**config.mk**
```make
export PLATFORM = sky130hd
export DESIGN_NAME = rbt_sequencer
export DESIGN_NICKNAME = d
export VERILOG_FILES = /design/src/rbt_pkg.sv /design/src/rbt_ms_timer.sv /design/src/rbt_sequencer.sv
export SDC_FILE = /design/constraint.sdc
export NUM_CORES = 1
export LEC_CHECK = 0
export BUFFER_PORTS_ARGS = -buffer_cell sky130_fd_sc_hd__buf_4
export CAP_MARGIN = 10
export CORE_MARGIN = 3
export CORE_UTILIZATION = 60
export CTS_CLUSTER_DIAMETER = 40
export DETAILED_ROUTE_END_ITERATION = 8
export GPL_TIMING_DRIVEN = 0
export PLACE_DENSITY = 0.81
export RECOVER_POWER = 50
export SLEW_MARGIN = 15
export SYNTH_ARGS = -nofsm -noshare
export SYNTH_HDL_FRONTEND = slang
export SYNTH_SLANG_ARGS = --single-unit
```
**constraint.sdc**
```tcl
create_clock -name MCLK -period 3 [get_ports MCLK]
set_clock_uncertainty 0.2 [all_clocks]
set_input_delay 0.6 -clock MCLK [delete_from_list [all_inputs] [get_ports MCLK]]
set_output_delay 0.6 -clock MCLK [all_outputs]
set_load 0.05 [all_outputs]
```
**src/rbt_pkg.sv**
```systemverilog
package rbt_pkg;

  // ----------------------------------------------------------------------
  // Clock and time base
  // ----------------------------------------------------------------------

  // The system clock runs at 125 MHz.
  localparam int unsigned CLK_HZ        = 125000000;
  // One millisecond tick, in microseconds, as the time unit of the timers.
  localparam int unsigned TICK_US       = 1000;
  // Clock cycles per millisecond tick, derived from the rate.
  localparam int unsigned TICK_CYCLES   = (CLK_HZ / 1000000) * TICK_US;

  // ----------------------------------------------------------------------
  // Timing figures, in milliseconds
  // ----------------------------------------------------------------------

  // Width of every millisecond count in the block.
  localparam int unsigned MS_W          = 16;
  // Fixed delay with the select pin high.
  localparam logic [15:0] DELAY_LONG_MS  = 16'h30D4;
  // Fixed delay with the select pin low.
  localparam logic [15:0] DELAY_SHORT_MS = 16'h1D4C;
  // Shortest delay that the adjustable setting supports.
  localparam logic [15:0] DELAY_MIN_MS   = 16'h03E8;
  // Longest delay that the adjustable setting supports.
  localparam logic [15:0] DELAY_MAX_MS   = 16'h4E20;
  // Length of the reboot pulse.
  localparam logic [15:0] PULSE_MS       = 16'h0190;

  // ----------------------------------------------------------------------
  // Reset values
  // ----------------------------------------------------------------------

  // The reboot output is released after reset.
  localparam logic        REBOOT_N_RST   = 1'b1;
  // The millisecond counter is zero after reset.
  localparam logic [15:0] MS_RST         = 16'h0000;

  // ----------------------------------------------------------------------
  // Types
  // ----------------------------------------------------------------------

  // Sequencer states.
  typedef enum logic [1:0] {
    ST_STANDBY,
    ST_DELAY,
    ST_PULSE,
    ST_RELEASE
  } rbt_state_t;

  // Two-way drive of the reboot pin: level and output enable.
  typedef struct packed {
    logic o;
    logic oe;
  } rbt_pin_t;

endpackage

```
**src/rbt_ms_timer.sv**
```systemverilog
`timescale 1ns/1ps
// Millisecond timer: a prescaler divides the clock into millisecond ticks
// and a saturating counter adds them up until it is cleared.
module rbt_ms_timer #(
  parameter int unsigned TICK_CYCLES = rbt_pkg::TICK_CYCLES
) (
  input  wire logic        clk,
  input  wire logic        rst_n,
  input  wire logic        clr,
  output logic [15:0]      ms_q
);

  // Prescaler position within the current millisecond.
  logic [31:0] pre_q;
  // High in the last cycle of each millisecond.
  logic        tick;

  assign tick = (pre_q == 32'(TICK_CYCLES - 1));

  // ----------------------------------------------------------------------
  // Prescaler
  // ----------------------------------------------------------------------

  // Clearing restarts the millisecond so that a count starts on a clean edge.
  always_ff @(posedge clk or negedge rst_n) begin
    if (!rst_n) begin
      pre_q <= 32'h0000_0000;
    end else if (clr || tick) begin
      pre_q <= 32'h0000_0000;
    end else begin
      pre_q <= pre_q + 32'h0000_0001;
    end
  end

  // ----------------------------------------------------------------------
  // Millisecond counter
  // ----------------------------------------------------------------------

  // Saturates rather than wraps, so a late reader never sees a small value.
  always_ff @(posedge clk or negedge rst_n) begin
    if (!rst_n) begin
      ms_q <= rbt_pkg::MS_RST;
    end else if (clr) begin
      ms_q <= rbt_pkg::MS_RST;
    end else if (tick && (ms_q != 16'hFFFF)) begin
      ms_q <= ms_q + 16'h0001;
    end
  end

endmodule

```
**src/rbt_sequencer.sv**
```systemverilog
`timescale 1ns/1ps
// How it works
// - Both buttons held for delay: assert reboot.
// - Either button high keeps standby, no timing.
// - Fixed variant: select high 12.5s, low 7.5s.
// - Reboot pulse lasts 0.4s, then self-release.
// - Adjustable variant: delay from setting, 1s-20s.
// - Open drain drives low only; push-pull both.
// - Delay measured from second button going low.
module rbt_sequencer #(
  parameter bit          ADJUSTABLE  = 1'b0,
  parameter bit          OPEN_DRAIN  = 1'b1,
  parameter int unsigned TICK_CYCLES = rbt_pkg::TICK_CYCLES
) (
  input  wire logic             MCLK,
  input  wire logic             RSTN,
  input  wire logic             FIRST_BUTTON_INPUT,
  input  wire logic             SECOND_BUTTON_INPUT,
  input  wire logic             DELAY_SELECT_INPUT,
  input  wire logic [15:0]      DELAY_RESISTOR_PIN,
  input  wire logic             UNDERVOLTAGE_LOCKOUT,
  output rbt_pkg::rbt_pin_t     REBOOT_OUTPUT_N,
  output logic                  ACTIVE_MODE
);

  // ----------------------------------------------------------------------
  // Declarations
  // ----------------------------------------------------------------------

  // Present and next sequencer state.
  rbt_pkg::rbt_state_t state_q;
  rbt_pkg::rbt_state_t state_d;
  // Elapsed milliseconds of the running phase.
  logic [15:0]         ms;
  // Restarts the millisecond timer.
  logic                tmr_clr;
  // Both buttons are pressed.
  logic                both_low;
  // Delay that applies with the present pins.
  logic [15:0]         target_ms;
  // Registered level of the reboot line, low while rebooting.
  logic                reboot_n_q;

  // ----------------------------------------------------------------------
  // Delay selection
  // ----------------------------------------------------------------------

  // Chooses the delay; the adjustable setting is clamped into its range
  // because a wild resistor value must not make the timer useless.
  function automatic logic [15:0] pick_delay(input logic adj, input logic sel, input logic [15:0] set_ms);
    logic [15:0] v;
    v = set_ms;
    if (adj) begin
      if (v < rbt_pkg::DELAY_MIN_MS) begin
        v = rbt_pkg::DELAY_MIN_MS;
      end else if (v > rbt_pkg::DELAY_MAX_MS) begin
        v = rbt_pkg::DELAY_MAX_MS;
      end
    end else begin
      v = sel ? rbt_pkg::DELAY_LONG_MS : rbt_pkg::DELAY_SHORT_MS;
    end
    return v;
  endfunction

  // The select pin is assumed tied firmly; an open pin is not modelled.
  assign target_ms = pick_delay(ADJUSTABLE, DELAY_SELECT_INPUT, DELAY_RESISTOR_PIN);
  assign both_low  = !FIRST_BUTTON_INPUT && !SECOND_BUTTON_INPUT;

  // ----------------------------------------------------------------------
  // Next state
  // ----------------------------------------------------------------------

  // After a pulse a button must be let go before a new delay can start,
  // otherwise a held pair would reboot the host over and over.
  always_comb begin
    state_d = state_q;
    if (UNDERVOLTAGE_LOCKOUT) begin
      state_d = rbt_pkg::ST_STANDBY;
    end else begin
      unique case (state_q)
        rbt_pkg::ST_STANDBY: begin
          // Timing starts with the second button to go low.
          if (both_low) begin
            state_d = rbt_pkg::ST_DELAY;
          end
        end
        rbt_pkg::ST_DELAY: begin
          if (!both_low) begin
            state_d = rbt_pkg::ST_STANDBY;
          end else if (ms >= target_ms) begin
            state_d = rbt_pkg::ST_PULSE;
          end
        end
        rbt_pkg::ST_PULSE: begin
          if (ms >= rbt_pkg::PULSE_MS) begin
            state_d = rbt_pkg::ST_RELEASE;
          end
        end
        rbt_pkg::ST_RELEASE: begin
          if (!both_low) begin
            state_d = rbt_pkg::ST_STANDBY;
          end
        end
      endcase
    end
  end

  // Timer restarts on every state change and stays cleared when idle.
  assign tmr_clr = UNDERVOLTAGE_LOCKOUT || (state_q != state_d) ||
                   (state_q == rbt_pkg::ST_STANDBY) || (state_q == rbt_pkg::ST_RELEASE);

  // ----------------------------------------------------------------------
  // State register
  // ----------------------------------------------------------------------

  // Sequencer state, standby after reset.
  always_ff @(posedge MCLK or negedge RSTN) begin
    if (!RSTN) begin
      state_q <= rbt_pkg::ST_STANDBY;
    end else begin
      state_q <= state_d;
    end
  end

  // ----------------------------------------------------------------------
  // Millisecond timer
  // ----------------------------------------------------------------------

  rbt_ms_timer #(
    .TICK_CYCLES (TICK_CYCLES)
  ) u_timer (
    .clk   (MCLK),
    .rst_n (RSTN),
    .clr   (tmr_clr),
    .ms_q  (ms)
  );

  // ----------------------------------------------------------------------
  // Output drive
  // ----------------------------------------------------------------------

  // Registered from the next state, so the line is low exactly while the present state is the pulse.
  always_ff @(posedge MCLK or negedge RSTN) begin
    if (!RSTN) begin
      reboot_n_q <= rbt_pkg::REBOOT_N_RST;
    end else begin
      reboot_n_q <= (state_d != rbt_pkg::ST_PULSE);
    end
  end

  // Open drain only sinks; push-pull always drives the level.
  always_ff @(posedge MCLK or negedge RSTN) begin
    if (!RSTN) begin
      REBOOT_OUTPUT_N.o  <= OPEN_DRAIN ? 1'b0 : rbt_pkg::REBOOT_N_RST;
      REBOOT_OUTPUT_N.oe <= !OPEN_DRAIN;
    end else if (OPEN_DRAIN) begin
      REBOOT_OUTPUT_N.o  <= 1'b0;
      REBOOT_OUTPUT_N.oe <= (state_d == rbt_pkg::ST_PULSE);
    end else begin
      REBOOT_OUTPUT_N.o  <= (state_d != rbt_pkg::ST_PULSE);
      REBOOT_OUTPUT_N.oe <= 1'b1;
    end
  end

  // Active mode flag: a delay is being timed.
  always_ff @(posedge MCLK or negedge RSTN) begin
    if (!RSTN) begin
      ACTIVE_MODE <= 1'b0;
    end else begin
      ACTIVE_MODE <= (state_d == rbt_pkg::ST_DELAY);
    end
  end
endmodule

```
Yosys cells after proc, flatten, opt, wreduce, memory -nomap -nowiden

Index checks and enable logic that the tools add are counted.

$add $sub $neg: 2
Magnitude comparators: 2
Equal/unequal tests: 8
Muxes and demuxes: 11
Reduce and logical (&&, ||, !) cells: 10

Operators by type and width:

| kind                                                                     | count |
|---|---|
| 32-bit by 1-bit adder with 32-bit output (second input constant)         | 1 |
| 32-bit by 17-bit equality test with 1-bit output (second input constant) | 1 |
| 16-bit two-way mux                                                       | 2 |
| 32-bit two-way mux                                                       | 1 |
| 16-bit by 1-bit adder with 16-bit output (second input constant)         | 1 |
| 16-bit by 14-bit >= comparator with 1-bit output                         | 1 |
| 16-bit by 9-bit >= comparator with 1-bit output (second input constant)  | 1 |
| 16-bit inequality test (second input constant)                           | 1 |
| 14-bit two-way mux                                                       | 1 |
| 2-bit two-way mux                                                        | 6 |
| 2-bit one-hot mux with 4 select lines                                    | 1 |
| 2-bit equality test (second input constant)                              | 3 |
| 2-bit by 1-bit equality test with 1-bit output (second input constant)   | 2 |
| 1-bit logical OR                                                         | 4 |
| 1-bit logical AND                                                        | 2 |
| 1-bit logical NOT                                                        | 2 |
| 2-bit logical NOT                                                        | 1 |
| 2-bit inequality test                                                    | 1 |
| 2-bit nonzero test                                                       | 1 |

Register bits after elaboration: 52
Bits of input ports: 22
Output and inout bits: 3
Word-level logic and storage cells: 38

Logic depth before layout (Yosys ltp)

Gate-level depths: netlist of run 1.

Depth in word-level cells: 12
Depth in mapped cells: 10
Mapped depth without buffers: 7

Modules after synthesis

From an unflattened synthesis of run 1, not the netlist that was laid out.

Cells, all modules: 316
Area total of the unflattened synthesis: 2995.4 µm²

Modules (own cells, without submodules):

| module        | times used | cells an instance | area an instance (µm²) | sequential area each (µm²) |
|---|---|---|---|---|
| rbt_ms_timer  | 1          | 270               | 2596.2                 | 1201.2 |
| rbt_sequencer | 1          | 46                | 399.1                  | 100.1 |

Least setup slack after synthesis of run 1

Ideal clock, no wire load.

Kind: in2reg
Start: in DELAY_SELECT_INPUT
End: reg u_timer.ms_q[10]
Setup time: 0.078 ns
Data arrival time: 2.258 ns
Required time: 2.722 ns
Slack: 0.464 ns
Stages on the path: 8
Buffers on the path: 2
Path through: inv_1 > ha_1 > or4_1 > a211oi_1 > o21ai_1 > buf_2 > buf_1 > a21oi_1

Longest elaborated chain between the ends: 11
Elaborated cells on any way between the ends: 12
Those cells by class: 1 x order compare; 1 x eq/ne; 6 x mux; 4 x reduce/logical

Ends and longest elaborated chain:

| item                                                            | RTL line             | text |
|---|---|---|
| from (decl)                                                     | rbt_sequencer.sv:19  | `input wire logic DELAY_SELECT_INPUT,` |
| 14-bit two-way mux (*)                                          | rbt_sequencer.sv:60  | `v = sel ? rbt_pkg::DELAY_LONG_MS : rbt_pkg::DELAY_SHORT_MS;` |
| 16-bit by 14-bit >= comparator with 1-bit output (*)            | rbt_sequencer.sv:90  | `end else if (ms >= target_ms) begin` |
| 2-bit two-way mux (*)                                           | rbt_sequencer.sv:90  |  |
| 2-bit two-way mux (*)                                           | rbt_sequencer.sv:88  | `if (!both_low) begin` |
| 2-bit one-hot mux with 4 select lines (*)                       | rbt_sequencer.sv:80  | `unique case (state_q)` |
| 2-bit two-way mux (*)                                           | rbt_sequencer.sv:77  | `if (UNDERVOLTAGE_LOCKOUT) begin` |
| 2-bit inequality test (*)                                       | rbt_sequencer.sv:109 | `assign tmr_clr = UNDERVOLTAGE_LOCKOUT \|\| (state_q != state_d) \|\|` |
| 1-bit logical OR (*) (2 in a row)                               | rbt_sequencer.sv:109 |  |
| 1-bit logical OR (*)                                            | rbt_sequencer.sv:110 | `(state_q == rbt_pkg::ST_STANDBY) \|\| (state_q == rbt_pkg::ST_RELEASE);` |
| 16-bit two-way mux / 2-bit nonzero test (equally long branches) | --                   |  |
| to (signal assigned)                                            | rbt_ms_timer.sv:42   | `ms_q <= rbt_pkg::MS_RST;` |
| to (signal assigned)                                            | rbt_ms_timer.sv:44   | `ms_q <= rbt_pkg::MS_RST;` |
| to (signal assigned)                                            | rbt_ms_timer.sv:46   | `ms_q <= ms_q + 16'h0001;` |
| to (decl)                                                       | rbt_ms_timer.sv:10   | `output logic [15:0] ms_q` |

Mark *: on every way between the ends. The rest lies on a longest branch, timed or not.
A chain may end at the register's enable or synchronous reset.

Final worst setup path of run 1

Start: reg u_timer.pre_q[0]
End: reg u_timer.ms_q[2]

Longest elaborated chain between the ends: 3

Ends and longest elaborated chain:

| item                                             | RTL line           | text |
|---|---|---|
| from (decl)                                      | rbt_ms_timer.sv:14 | `logic [31:0] pre_q;` |
| from (signal assigned)                           | rbt_ms_timer.sv:31 | `pre_q <= pre_q + 32'h0000_0001;` |
| 32-bit by 17-bit equality test with 1-bit output | rbt_ms_timer.sv:18 | `assign tick = (pre_q == 32'(TICK_CYCLES - 1));` |
| 1-bit logical AND                                | rbt_ms_timer.sv:45 | `end else if (tick && (ms_q != 16'hFFFF)) begin` |
| 2-bit nonzero test (no line)                     | --                 |  |

No other way between the ends.

==> impl_metrics.toml, run 1 <==
[status]
outcome = "complete, no violations"

[floorplanning]
initial_core_util_pct = 63.1
dieArea_mm2 = 0.00592
design.core.area_mm2 = 0.00479
ios = 25
row_count = 25
fp.dieW_um = 76.9
die_h_um = 76.9

[worst_setup_path]
required_ns = 2.96
crit_chain = "ha_1 > buf_2 > nor4b_2 > nand2_1 > or3_1 > buf_6 > buf_6 > clkbuf_1 > o31ai_1 > a21oi_1"
worst-r2r-cell-count = 10
slowest_stage = "dfrtp_1"
end_kind = "flip-flop"
critPathMaxFanout = 10
max_stage_delay_ns = 0.45
start_kind = "flip-flop"
critPathArrivalTime_ns = 2.70
path_common_cell = "buf_6"
crit_type = "reg -> reg"

[power_and_ir_drop]
leakagePower_nw = 1.26
power_density_mw_per_mm2 = 420
irDropWorstVdd_mv = 0.257

[timing]
finalCritPeriodShare_pct = 91.2
finalSetupViolCount = 0
fmaxAchievable_ghz = 0.365
final-max-slew-violation-count = 0
post-route-min-period_ns = 2.74
max-slew-margin-rel_pct = 14.4
rsz0062_at_grt = "false"
tightest_slew_ns = 1.28
final-hold-violation-count = 0
fin_ws_ns = 0.263

[clock_tree]
cts_buffers = 5
h-tree-depth = 2
clockBufferDepth = 2
cts_root_buf = "clkbuf_8"
cts_sinks = 52
clk_latency_ns = 0.31
ctsResizeCount = 0
holdBufCountCts = 0
post_cts_buffers = 0
clk_pin_slew_ns = 0.09
cts_tree = "built"

[finish]
area_delta_synth_final_pct = 9.99
layoutNonFillerInstCount = 410
drive_gt1_share_pct = 7.87
final_common_cell = "dfrtp_1"
nets = 374
antenna_cells = 0
most-common-layout-cells = "dfrtp_1 (52), nor2_1 (38), nand3_1 (20), xor2_1 (20), a21oi_1 (19)"

[global_routing]
grt_max_degree = 53
grt_use_total_pct = 23.7
grt.busiest_layer = "met2"
met1_usage_pct = 33.0
grt_pass1_wl_um = 11500
antenna_found_initial = 0
grt_use_met3_pct = 3.87
grt_pass1_vias = 2438
globalRouteOverflowTotal = 0
grtUsageMet2_pct = 38.2

[job]
drv_cap = 0

[synth]
avgSynthCellArea_um2 = 9.23
synth_edf_count = 0
syn-cell-area_mm2 = 0.00302
yosysSeqAreaShare_pct = 43.1
synth_cell_types = 42
synth_seq_cells = 52
synthArstFlopShare_pct = 100
synth_cells = 327
synth_flop_cell = "dfrtp_1"
yosys_warnings = 0

[placed_design]
gp_congestion = 0.848
placed_cells = 402
port_buffers = 7
post-place-ws_ns = -0.0394
dp_hpwl_um = 4480

[drt]
drt_first_pass_iters = 4
wirelength_um = 6500
vias_per_cell = 6.08
vias = 2493
wire_per_inst_um = 15.8
drc_errors = 0
drtAntennaViolNets = 0
dr.first_iter.drc_count = 159

[worst_hold_path]
hp-class = "in -> reg"
hold_depth = 2
## worst paths after layout
check,from,end,slack (ns)
setup reg to reg,u_timer.pre_q[0],u_timer.ms_q[2],0.26
max in group asynchronous,RSTN,u_timer.ms_q[2],1.46
hold reg to reg,u_timer.pre_q[0],u_timer.pre_q[0],0.37
hold / removal,UNDERVOLTAGE_LOCKOUT,state_q[0],0.27
min in group asynchronous,RSTN,state_q[0],0.36
setup / recovery,u_timer.pre_q[0],u_timer.ms_q[2],0.26
## flip-flops by register name, summed over array words and instances (netlist names)
name and count:
u_timer.ms_q 16, ACTIVE_MODE 1, u_timer.pre_q 32, state_q 2, REBOOT_OUTPUT_N 1
## critical path, delay by kind of cell, from the launching register on
family	cells	cell delay, ns
fa+ha+maj	1	0.18
buf+inv	4	0.70
compound gates	2	0.39
simple gates	3	0.67
flops	1	0.45
## layout make-up
class	instances	area [µm²]
multi-input combinational	249	1590
fill	378	1470
sequential	52	1300
buffer	16	92.6
clock inverter	3	90.1
tap	67	83.8
clock buffer	5	68.8
timing repair buffer	7	50.0
inverter	11	41.3
## cells by family after synthesis
kind of cell / share of synthesized area [%]
AOI/OAI and AO/OA: 8.95
DFF: 43.1
and+or+nand+nor: 30.5
other: 0.124
adders and majority gates: 4.14
xor gates and xnor gates: 8.70
buffers and inverters: 4.43
## per-stage QoR
| step | hold WS (ns) | power, mW | setup TNS [ns] | area (µm²) | util (%) |
|---|---|---|---|---|---|
| final | 0.266 | 1.40 | 0 | 3320 | 69.4 |
| after global routing | 0.262 | 1.44 | 0 | 3320 | 69.4 |
| after CTS | 0.140 | 1.40 | 0 | 3320 | 69.3 |
| after detailed placement | 0.364 | 0.763 | -0.116 | 3160 | 66.0 |
| after global placement | 0.343 | 0.762 | -0.00318 | 3160 | 66.0 |
| after floorplan | 0.104 | 0.738 | 0 | 3020 | - |
## routing by layer
layer / share of wire [%] / wire length (µm) / up-vias
li1: - / - / 1220
met1: 46 / 3010 / 1196
met2: 47 / 3080 / 65
met3: 4.9 / 316 / 12
met4: 1.3 / 87 / 0
met5: 0 / 0 / -
## Yosys cell counts, drive strengths merged (3+ instances only)
library cell | instances | area, µm²
xnor2 | 10 | 87.6
nand4 | 18 | 113
nor2 | 38 | 143
o31ai | 10 | 75.1
ha | 10 | 125
a21oi | 19 | 95.1
or3 | 3 | 18.8
and3 | 7 | 43.8
xor2 | 20 | 175
nand3 | 20 | 100
dfrtp | 52 | 1300
o211ai | 3 | 22.5
buf | 10 | 70.1
clkbuf | 6 | 22.5
and4 | 7 | 61.3
or4 | 10 | 75.1
nand2 | 18 | 67.6
nor4b | 6 | 58.8
o21ai | 4 | 20.0
inv | 11 | 41.3
nor4 | 9 | 68.8
nor3 | 13 | 65.1
and2 | 4 | 25.0
## report_power, final
| part | leakage (nW) | total, mW | internal, mW | switching (mW) |
|---|---|---|---|---|
| logic | 0.455 | 0.0421 | 0.0120 | 0.0301 |
| clock network | 0.0784 | 0.649 | 0.417 | 0.232 |
| registers | 0.723 | 0.706 | 0.703 | 0.00276 |
| total | 1.26 | 1.40 | 1.13 | 0.265 |
Note: power is estimated with default switching activity, not from simulation.
==> run 2: changes to the inputs <==
--- a/config.mk
+++ b/config.mk
@@ -7,12 +7,14 @@
 export LEC_CHECK = 0
 export BUFFER_PORTS_ARGS = -buffer_cell sky130_fd_sc_hd__buf_4
 export CAP_MARGIN = 10
+export CELL_PAD_IN_SITES_DETAIL_PLACEMENT = 1
+export CELL_PAD_IN_SITES_GLOBAL_PLACEMENT = 1
 export CORE_MARGIN = 3
-export CORE_UTILIZATION = 60
+export CORE_UTILIZATION = 46
 export CTS_CLUSTER_DIAMETER = 40
 export DETAILED_ROUTE_END_ITERATION = 8
 export GPL_TIMING_DRIVEN = 0
-export PLACE_DENSITY = 0.81
+export PLACE_DENSITY = 0.8
 export RECOVER_POWER = 50
 export SLEW_MARGIN = 15
 export SYNTH_ARGS = -nofsm -noshare
==> run 2 against run 1 <==
Non-clock buffer count is 1 lower. Sequential cell count stayed put. Fmax up 0.23%. Combinational power grew 3%. Sequential share of layout area rose by 0.36 points. Wire length increased by 10%. Final area decreased by 0.90%. Sequential power about the same. Clock-buffer cell count is 1 higher. Critical path type unchanged.
==> impl_metrics.toml, run 2 (synthesis gave the netlist of run 1 again) <==
[global_routing]
grt_max_degree = 53
antenna_found_initial = 0
grt_pass1_vias = 2553
grt_pass1_wl_um = 12700
globalRouteOverflowTotal = 0
grt_use_total_pct = 20.8

[worst_hold_path]
hp-class = "in -> reg"

[floorplanning]
die_h_um = 87.0
ios = 25
design.core.area_mm2 = 0.00613
fp.dieW_um = 87.0
row_count = 28
initial_core_util_pct = 49.2
dieArea_mm2 = 0.00757

[finish]
antenna_cells = 0
regMostFlops = "u_timer.pre_q"
nets = 373
largest_reg_flops = 32
area_delta_synth_final_pct = 8.99
most-common-layout-cells = "dfrtp_1 (52), nor2_1 (38), nand3_1 (20), xor2_1 (20), a21oi_1 (19)"
drive_gt1_share_pct = 8.48
top_regs = "u_timer.pre_q (32), u_timer.ms_q (16), state_q (2)"
final_common_cell = "dfrtp_1"

[timing]
fmaxAchievable_ghz = 0.366
finalCritPeriodShare_pct = 91.0
max-slew-margin-rel_pct = 12.7
post-route-min-period_ns = 2.73
tightest_slew_ns = 1.31
rsz0062_at_grt = "false"
final-max-slew-violation-count = 0
hold_ws_ns = 0.285
final-hold-violation-count = 0
fin_ws_ns = 0.269
finalSetupViolCount = 0

[power_and_ir_drop]
intPower_uw = 963
leakagePower_nw = 1.23
pwr-share-seq_pct = 57.5
power_density_mw_per_mm2 = 373
combPwrFrac_pct = 3.5
clkPwrFrac_pct = 39.0
irDropWorstVdd_mv = 0.202
power.net_switching_uw = 264
swShare_pct = 21.5

[placed_design]
gp_congestion = 0.781
port_buffers = 7
dp_hpwl_um = 5050
post-place-ws_ns = -0.0888

[drt]
drtAntennaViolNets = 0
wire_per_inst_um = 17.2
drt_first_pass_iters = 4
vias = 2517
wirelength_um = 7160
drc_errors = 0
vias_per_cell = 6.04
dr.first_iter.drc_count = 92

[worst_setup_path]
required_ns = 3.02
start_kind = "flip-flop"
critPathMaxFanout = 19
crit_type = "reg -> reg"
end_kind = "flip-flop"
critPathArrivalTime_ns = 2.75

[clock_tree]
ctsResizeCount = 0
clockBufferDepth = 2
cts_root_buf = "clkbuf_8"
cts_tree = "built"
h-tree-depth = 2
post_cts_buffers = 0
cts_sinks = 52
holdBufCountCts = 0
clk_latency_ns = 0.30
cts_buffers = 5
clk_pin_slew_ns = 0.09

[status]
outcome = "complete, no violations"

[job]
drv_cap = 0
## run 2: cell count changes in the layout (fill, tap and decap cells not counted), sizes merged
cell,change
clkinv,+1
bufinv,-2
## run 2: power by group through the flow
stage	registers, mW	logic (mW)	clock network (mW)
after floorplan	0.722	0.0159	0
after global placement	0.719	0.0434	0
after detailed placement	0.719	0.0451	0
after CTS	0.706	0.0452	0.496
after global routing	0.706	0.0504	0.521
final	0.706	0.0432	0.478
## run 2: through the flow
stage	cell area, µm²	cells	utilization [%]	TNS, ns	total power [mW]
2_1_floorplan	3020	328	-	0	0.738
6_report	3290	417	53.7	0	1.23
4_1_cts	3280	418	53.4	0	1.25
3_3_place_gp	3170	410	51.7	-0.500	0.763
5_1_grt	3290	417	53.7	0	1.28
3_5_place_dp	3170	410	51.7	-1.56	0.765
## run 2: area by class of cell
| class | count | area [µm²] |
|---|---|---|
| Tap cell | 75 | 93.8 |
| Fill cell | 720 | 2840 |
| Sequential cell | 52 | 1300 |
| Timing Repair Buffer | 7 | 50.0 |
| Clock buffer | 6 | 72.6 |
| Inverter | 11 | 41.3 |
| Multi-Input combinational cell | 249 | 1610 |
| Buffer | 15 | 88.8 |
| Clock inverter | 2 | 35.0 |
## run 2: path summary, 6_finish.rpt
path | cells past startpoint | slack (ns) | endpoint | from
min reg2reg | 2 | 0.36 | u_timer.pre_q[31] | u_timer.pre_q[31]
max in group asynchronous | 1 | 1.44 | u_timer.ms_q[6] | RSTN
min in group asynchronous | 1 | 0.38 | u_timer.ms_q[15] | RSTN
max | 9 | 0.27 | u_timer.ms_q[13] | u_timer.pre_q[0]
max reg2reg | 9 | 0.27 | u_timer.ms_q[13] | u_timer.pre_q[0]
min | 2 | 0.29 | ACTIVE_MODE | UNDERVOLTAGE_LOCKOUT
## run 2: routing by layer
metal	GRT usage, %	vias up	share of wire [%]
met2	33.7	23	48
met1	30.3	1268	49
met3	2.27	5	2.6
li1	-	1221	-
met5	0	-	0
met4	3.97	0	0.71
## run 2: critical path, stage by stage (launching register included)
cell     delay, ns
dfrtp_1       0.45
ha_1          0.17
buf_2         0.19
nor4b_2       0.22
nand2_1       0.07
or3_1         0.39
buf_6         0.16
buf_6         0.16
or4_1         0.51
a21oi_1       0.16
==> run 3: changes to the inputs <==
--- a/config.mk
+++ b/config.mk
@@ -5,12 +5,13 @@
 export SDC_FILE = /design/constraint.sdc
 export NUM_CORES = 1
 export LEC_CHECK = 0
+export ABC_AREA = 1
 export BUFFER_PORTS_ARGS = -buffer_cell sky130_fd_sc_hd__buf_4
 export CAP_MARGIN = 10
 export CELL_PAD_IN_SITES_DETAIL_PLACEMENT = 1
 export CELL_PAD_IN_SITES_GLOBAL_PLACEMENT = 1
 export CORE_MARGIN = 3
-export CORE_UTILIZATION = 46
+export CORE_UTILIZATION = 44
 export CTS_CLUSTER_DIAMETER = 40
 export DETAILED_ROUTE_END_ITERATION = 8
 export GPL_TIMING_DRIVEN = 0
==> run 3 against run 2 <==
Highest routed layer unchanged. Sequential cell count unchanged. Largest power group unchanged. Largest cell class unchanged. Hold slack worse by 0.0089 ns. First-iteration DRC count down 25%. Fmax rose by 6.0%. Wire length hardly changed.
==> impl_metrics.toml, run 3 <==
[clock_tree]
clk_pin_slew_ns = 0.09
cts_sinks = 52
holdBufCountCts = 0
clockBufferDepth = 2
ctsResizeCount = 0
h-tree-depth = 2
clk_latency_ns = 0.30
post_cts_buffers = 0
cts_buffers = 5
cts_tree = "built"
cts_root_buf = "clkbuf_8"

[power_and_ir_drop]
swShare_pct = 28.1
intPower_uw = 927
clkPwrFrac_pct = 29.4
irDropWorstVdd_mv = 0.183
leakagePower_nw = 1.45
power_density_mw_per_mm2 = 374
pwr-share-seq_pct = 56.0
combPwrFrac_pct = 14.6
power.net_switching_uw = 362

[worst_setup_path]
critPathArrivalTime_ns = 2.60
reg2reg_slack_ns = 0.45
start_kind = "primary input"
end_kind = "flip-flop"
required_ns = 3.03
critPathMaxFanout = 10
crit_type = "in -> reg"

[floorplanning]
initial_core_util_pct = 46.2
die_h_um = 91.2
dieArea_mm2 = 0.00831
row_count = 30
ios = 25
design.core.area_mm2 = 0.00691
fp.dieW_um = 91.2

[placed_design]
port_buffers = 7
gp_congestion = 0.815
dp_hpwl_um = 5540
post-place-ws_ns = 0.0542

[drt]
drtAntennaViolNets = 0
vias = 2652
vias_per_cell = 4.98
dr.first_iter.drc_count = 69
drc_errors = 0
wirelength_um = 7150
wire_per_inst_um = 13.4
drt_first_pass_iters = 4

[finish]
final_common_cell = "nor2_1"
most-common-layout-cells = "nor2_1 (88), nand2_1 (71), inv_1 (62)"
drive_gt1_share_pct = 9.63
antenna_cells = 0
fill_cells = 943
largest_reg_flops = 32
regMostFlops = "u_timer.pre_q"
nets = 468
area_delta_synth_final_pct = 7.88
top_regs = "u_timer.pre_q (32), u_timer.ms_q (16), state_q (2)"

[synth]
synth_top_cell_by_area = "dfrtp_1"
yosys_warnings = 0
avgSynthCellArea_um2 = 7.58
synth_common_cells = "nor2_1 (88), nand2_1 (71), inv_1 (62), dfrtp_1 (52)"
syn-cell-area_mm2 = 0.00319
synth_flop_cell = "dfrtp_1"
synth_seq_cells = 52
synth_cells = 421
ys_top_cells_by_area = "dfrtp_1 (41%), nor2_1 (10%), nand2_1 (8.3%)"
yosysSeqAreaShare_pct = 40.8
synth.most_common_cell = "nor2_1"
synth_cell_types = 34
synth_edf_count = 0
synthArstFlopShare_pct = 100
yosysTopAreaCellShare_pct = 40.8

[timing]
tightest_slew_ns = 1.30
final.setup.tns_ns = 0
fin_ws_ns = 0.424
final-max-slew-violation-count = 0
post-route-min-period_ns = 2.58
finalCritPeriodShare_pct = 85.9
finalSetupViolCount = 0
final-hold-violation-count = 0
rsz0062_at_grt = "false"
max-slew-margin-rel_pct = 13.3
fmaxAchievable_ghz = 0.388

[global_routing]
grt_use_total_pct = 18.6
grt_pass1_vias = 2767
globalRouteOverflowTotal = 0
antenna_found_initial = 0
grt_pass1_wl_um = 12700
grt_max_degree = 53

[job]
drv_cap = 0

[status]
outcome = "complete, no violations"

[worst_hold_path]
hp-class = "reg -> reg"
==> run 3: final timing paths <==
check	cells after the start	from	endpoint
max in group asynchronous	1	RSTN	u_timer.pre_q[19]
setup reg to reg	11	u_timer.pre_q[0]	u_timer.pre_q[26]
hold / removal	1	u_timer.pre_q[0]	u_timer.pre_q[0]
hold reg to reg	1	u_timer.pre_q[0]	u_timer.pre_q[0]
min in group asynchronous	1	RSTN	ACTIVE_MODE
setup / recovery	18	DELAY_SELECT_INPUT	u_timer.pre_q[17]
==> run 3: per-stage QoR <==
stage | total power, mW | cells | util (%) | area (µm²) | hold WS [ns]
4_1_cts | 1.31 | 532 | 49.9 | 3450 | 0.142
3_3_place_gp | 0.923 | 525 | 48.8 | 3370 | 0.247
5_1_grt | 1.36 | 532 | 49.9 | 3440 | 0.305
2_1_floorplan | 0.868 | 422 | - | 3200 | 0.104
6_report | 1.29 | 532 | 49.9 | 3440 | 0.276
3_5_place_dp | 0.929 | 525 | 48.8 | 3370 | 0.263
==> run 3: area by class of cell <==
class / count / area (µm²) / area share (%)
clock inverters: 1 / 5.00 / 0.145
multi-input cells: 299 / 1600 / 46.4
inverters: 66 / 248 / 7.19
plain buffers: 5 / 47.5 / 1.38
flip-flops and latches: 52 / 1300 / 37.8
well taps: 96 / 120 / 3.49
repair buffers: 7 / 50.0 / 1.45
clock buffers: 6 / 72.6 / 2.11
==> run 3: metal layers <==
layer  share of wire, %  vias up  global-route usage, %
li1                   -     1345                      -
met1                 45     1281                   22.8
met2                 52       20                   34.0
met3                1.6        6                   2.57
met4               0.80        0                   4.77
met5                  0        -                      0
==> run 3: critical path: stages <==
cell and delay (ns):
buf_4 0.13, inv_1 0.12, ha_1 0.24, nand2_1 0.08
nor2_1 0.05, nor2_1 0.10, nand2_1 0.09, nand2_1 0.08
nand3_1 0.07, nand2_1 0.13, nand2_1 0.07, nand2_1 0.08
nand2_1 0.08, nor2_4 0.19, nand2_2 0.08, buf_6 0.15
buf_12 0.16, nor2_2 0.08
==> run 3: power by group through the flow <==
| stage | clock (mW) | combinational, mW | sequential [mW] |
|---|---|---|---|
| 2_1_floorplan | 0 | 0.117 | 0.751 |
| 3_3_place_gp | 0 | 0.188 | 0.735 |
| 3_5_place_dp | 0 | 0.193 | 0.736 |
| 4_1_cts | 0.398 | 0.193 | 0.722 |
| 5_1_grt | 0.425 | 0.214 | 0.725 |
| 6_report | 0.379 | 0.188 | 0.722 |
==> run 3: logic make-up (layout without fill, tap and decap cells) <==
| group | Yosys count | in the layout | synth area share (%) |
|---|---|---|---|
| AND/OR/NAND/NOR | 244 | 244 | 35.4 |
| buffers and inverters | 71 | 85 | 9.25 |
| flip-flops | 52 | 52 | 40.8 |
| XOR/XNOR | 28 | 28 | 7.68 |
| AO/OA/AOI/OAI | 15 | 15 | 2.86 |
| adder cells (fa/ha/maj) | 10 | 10 | 3.92 |
| other | 1 | 2 | 0.117 |
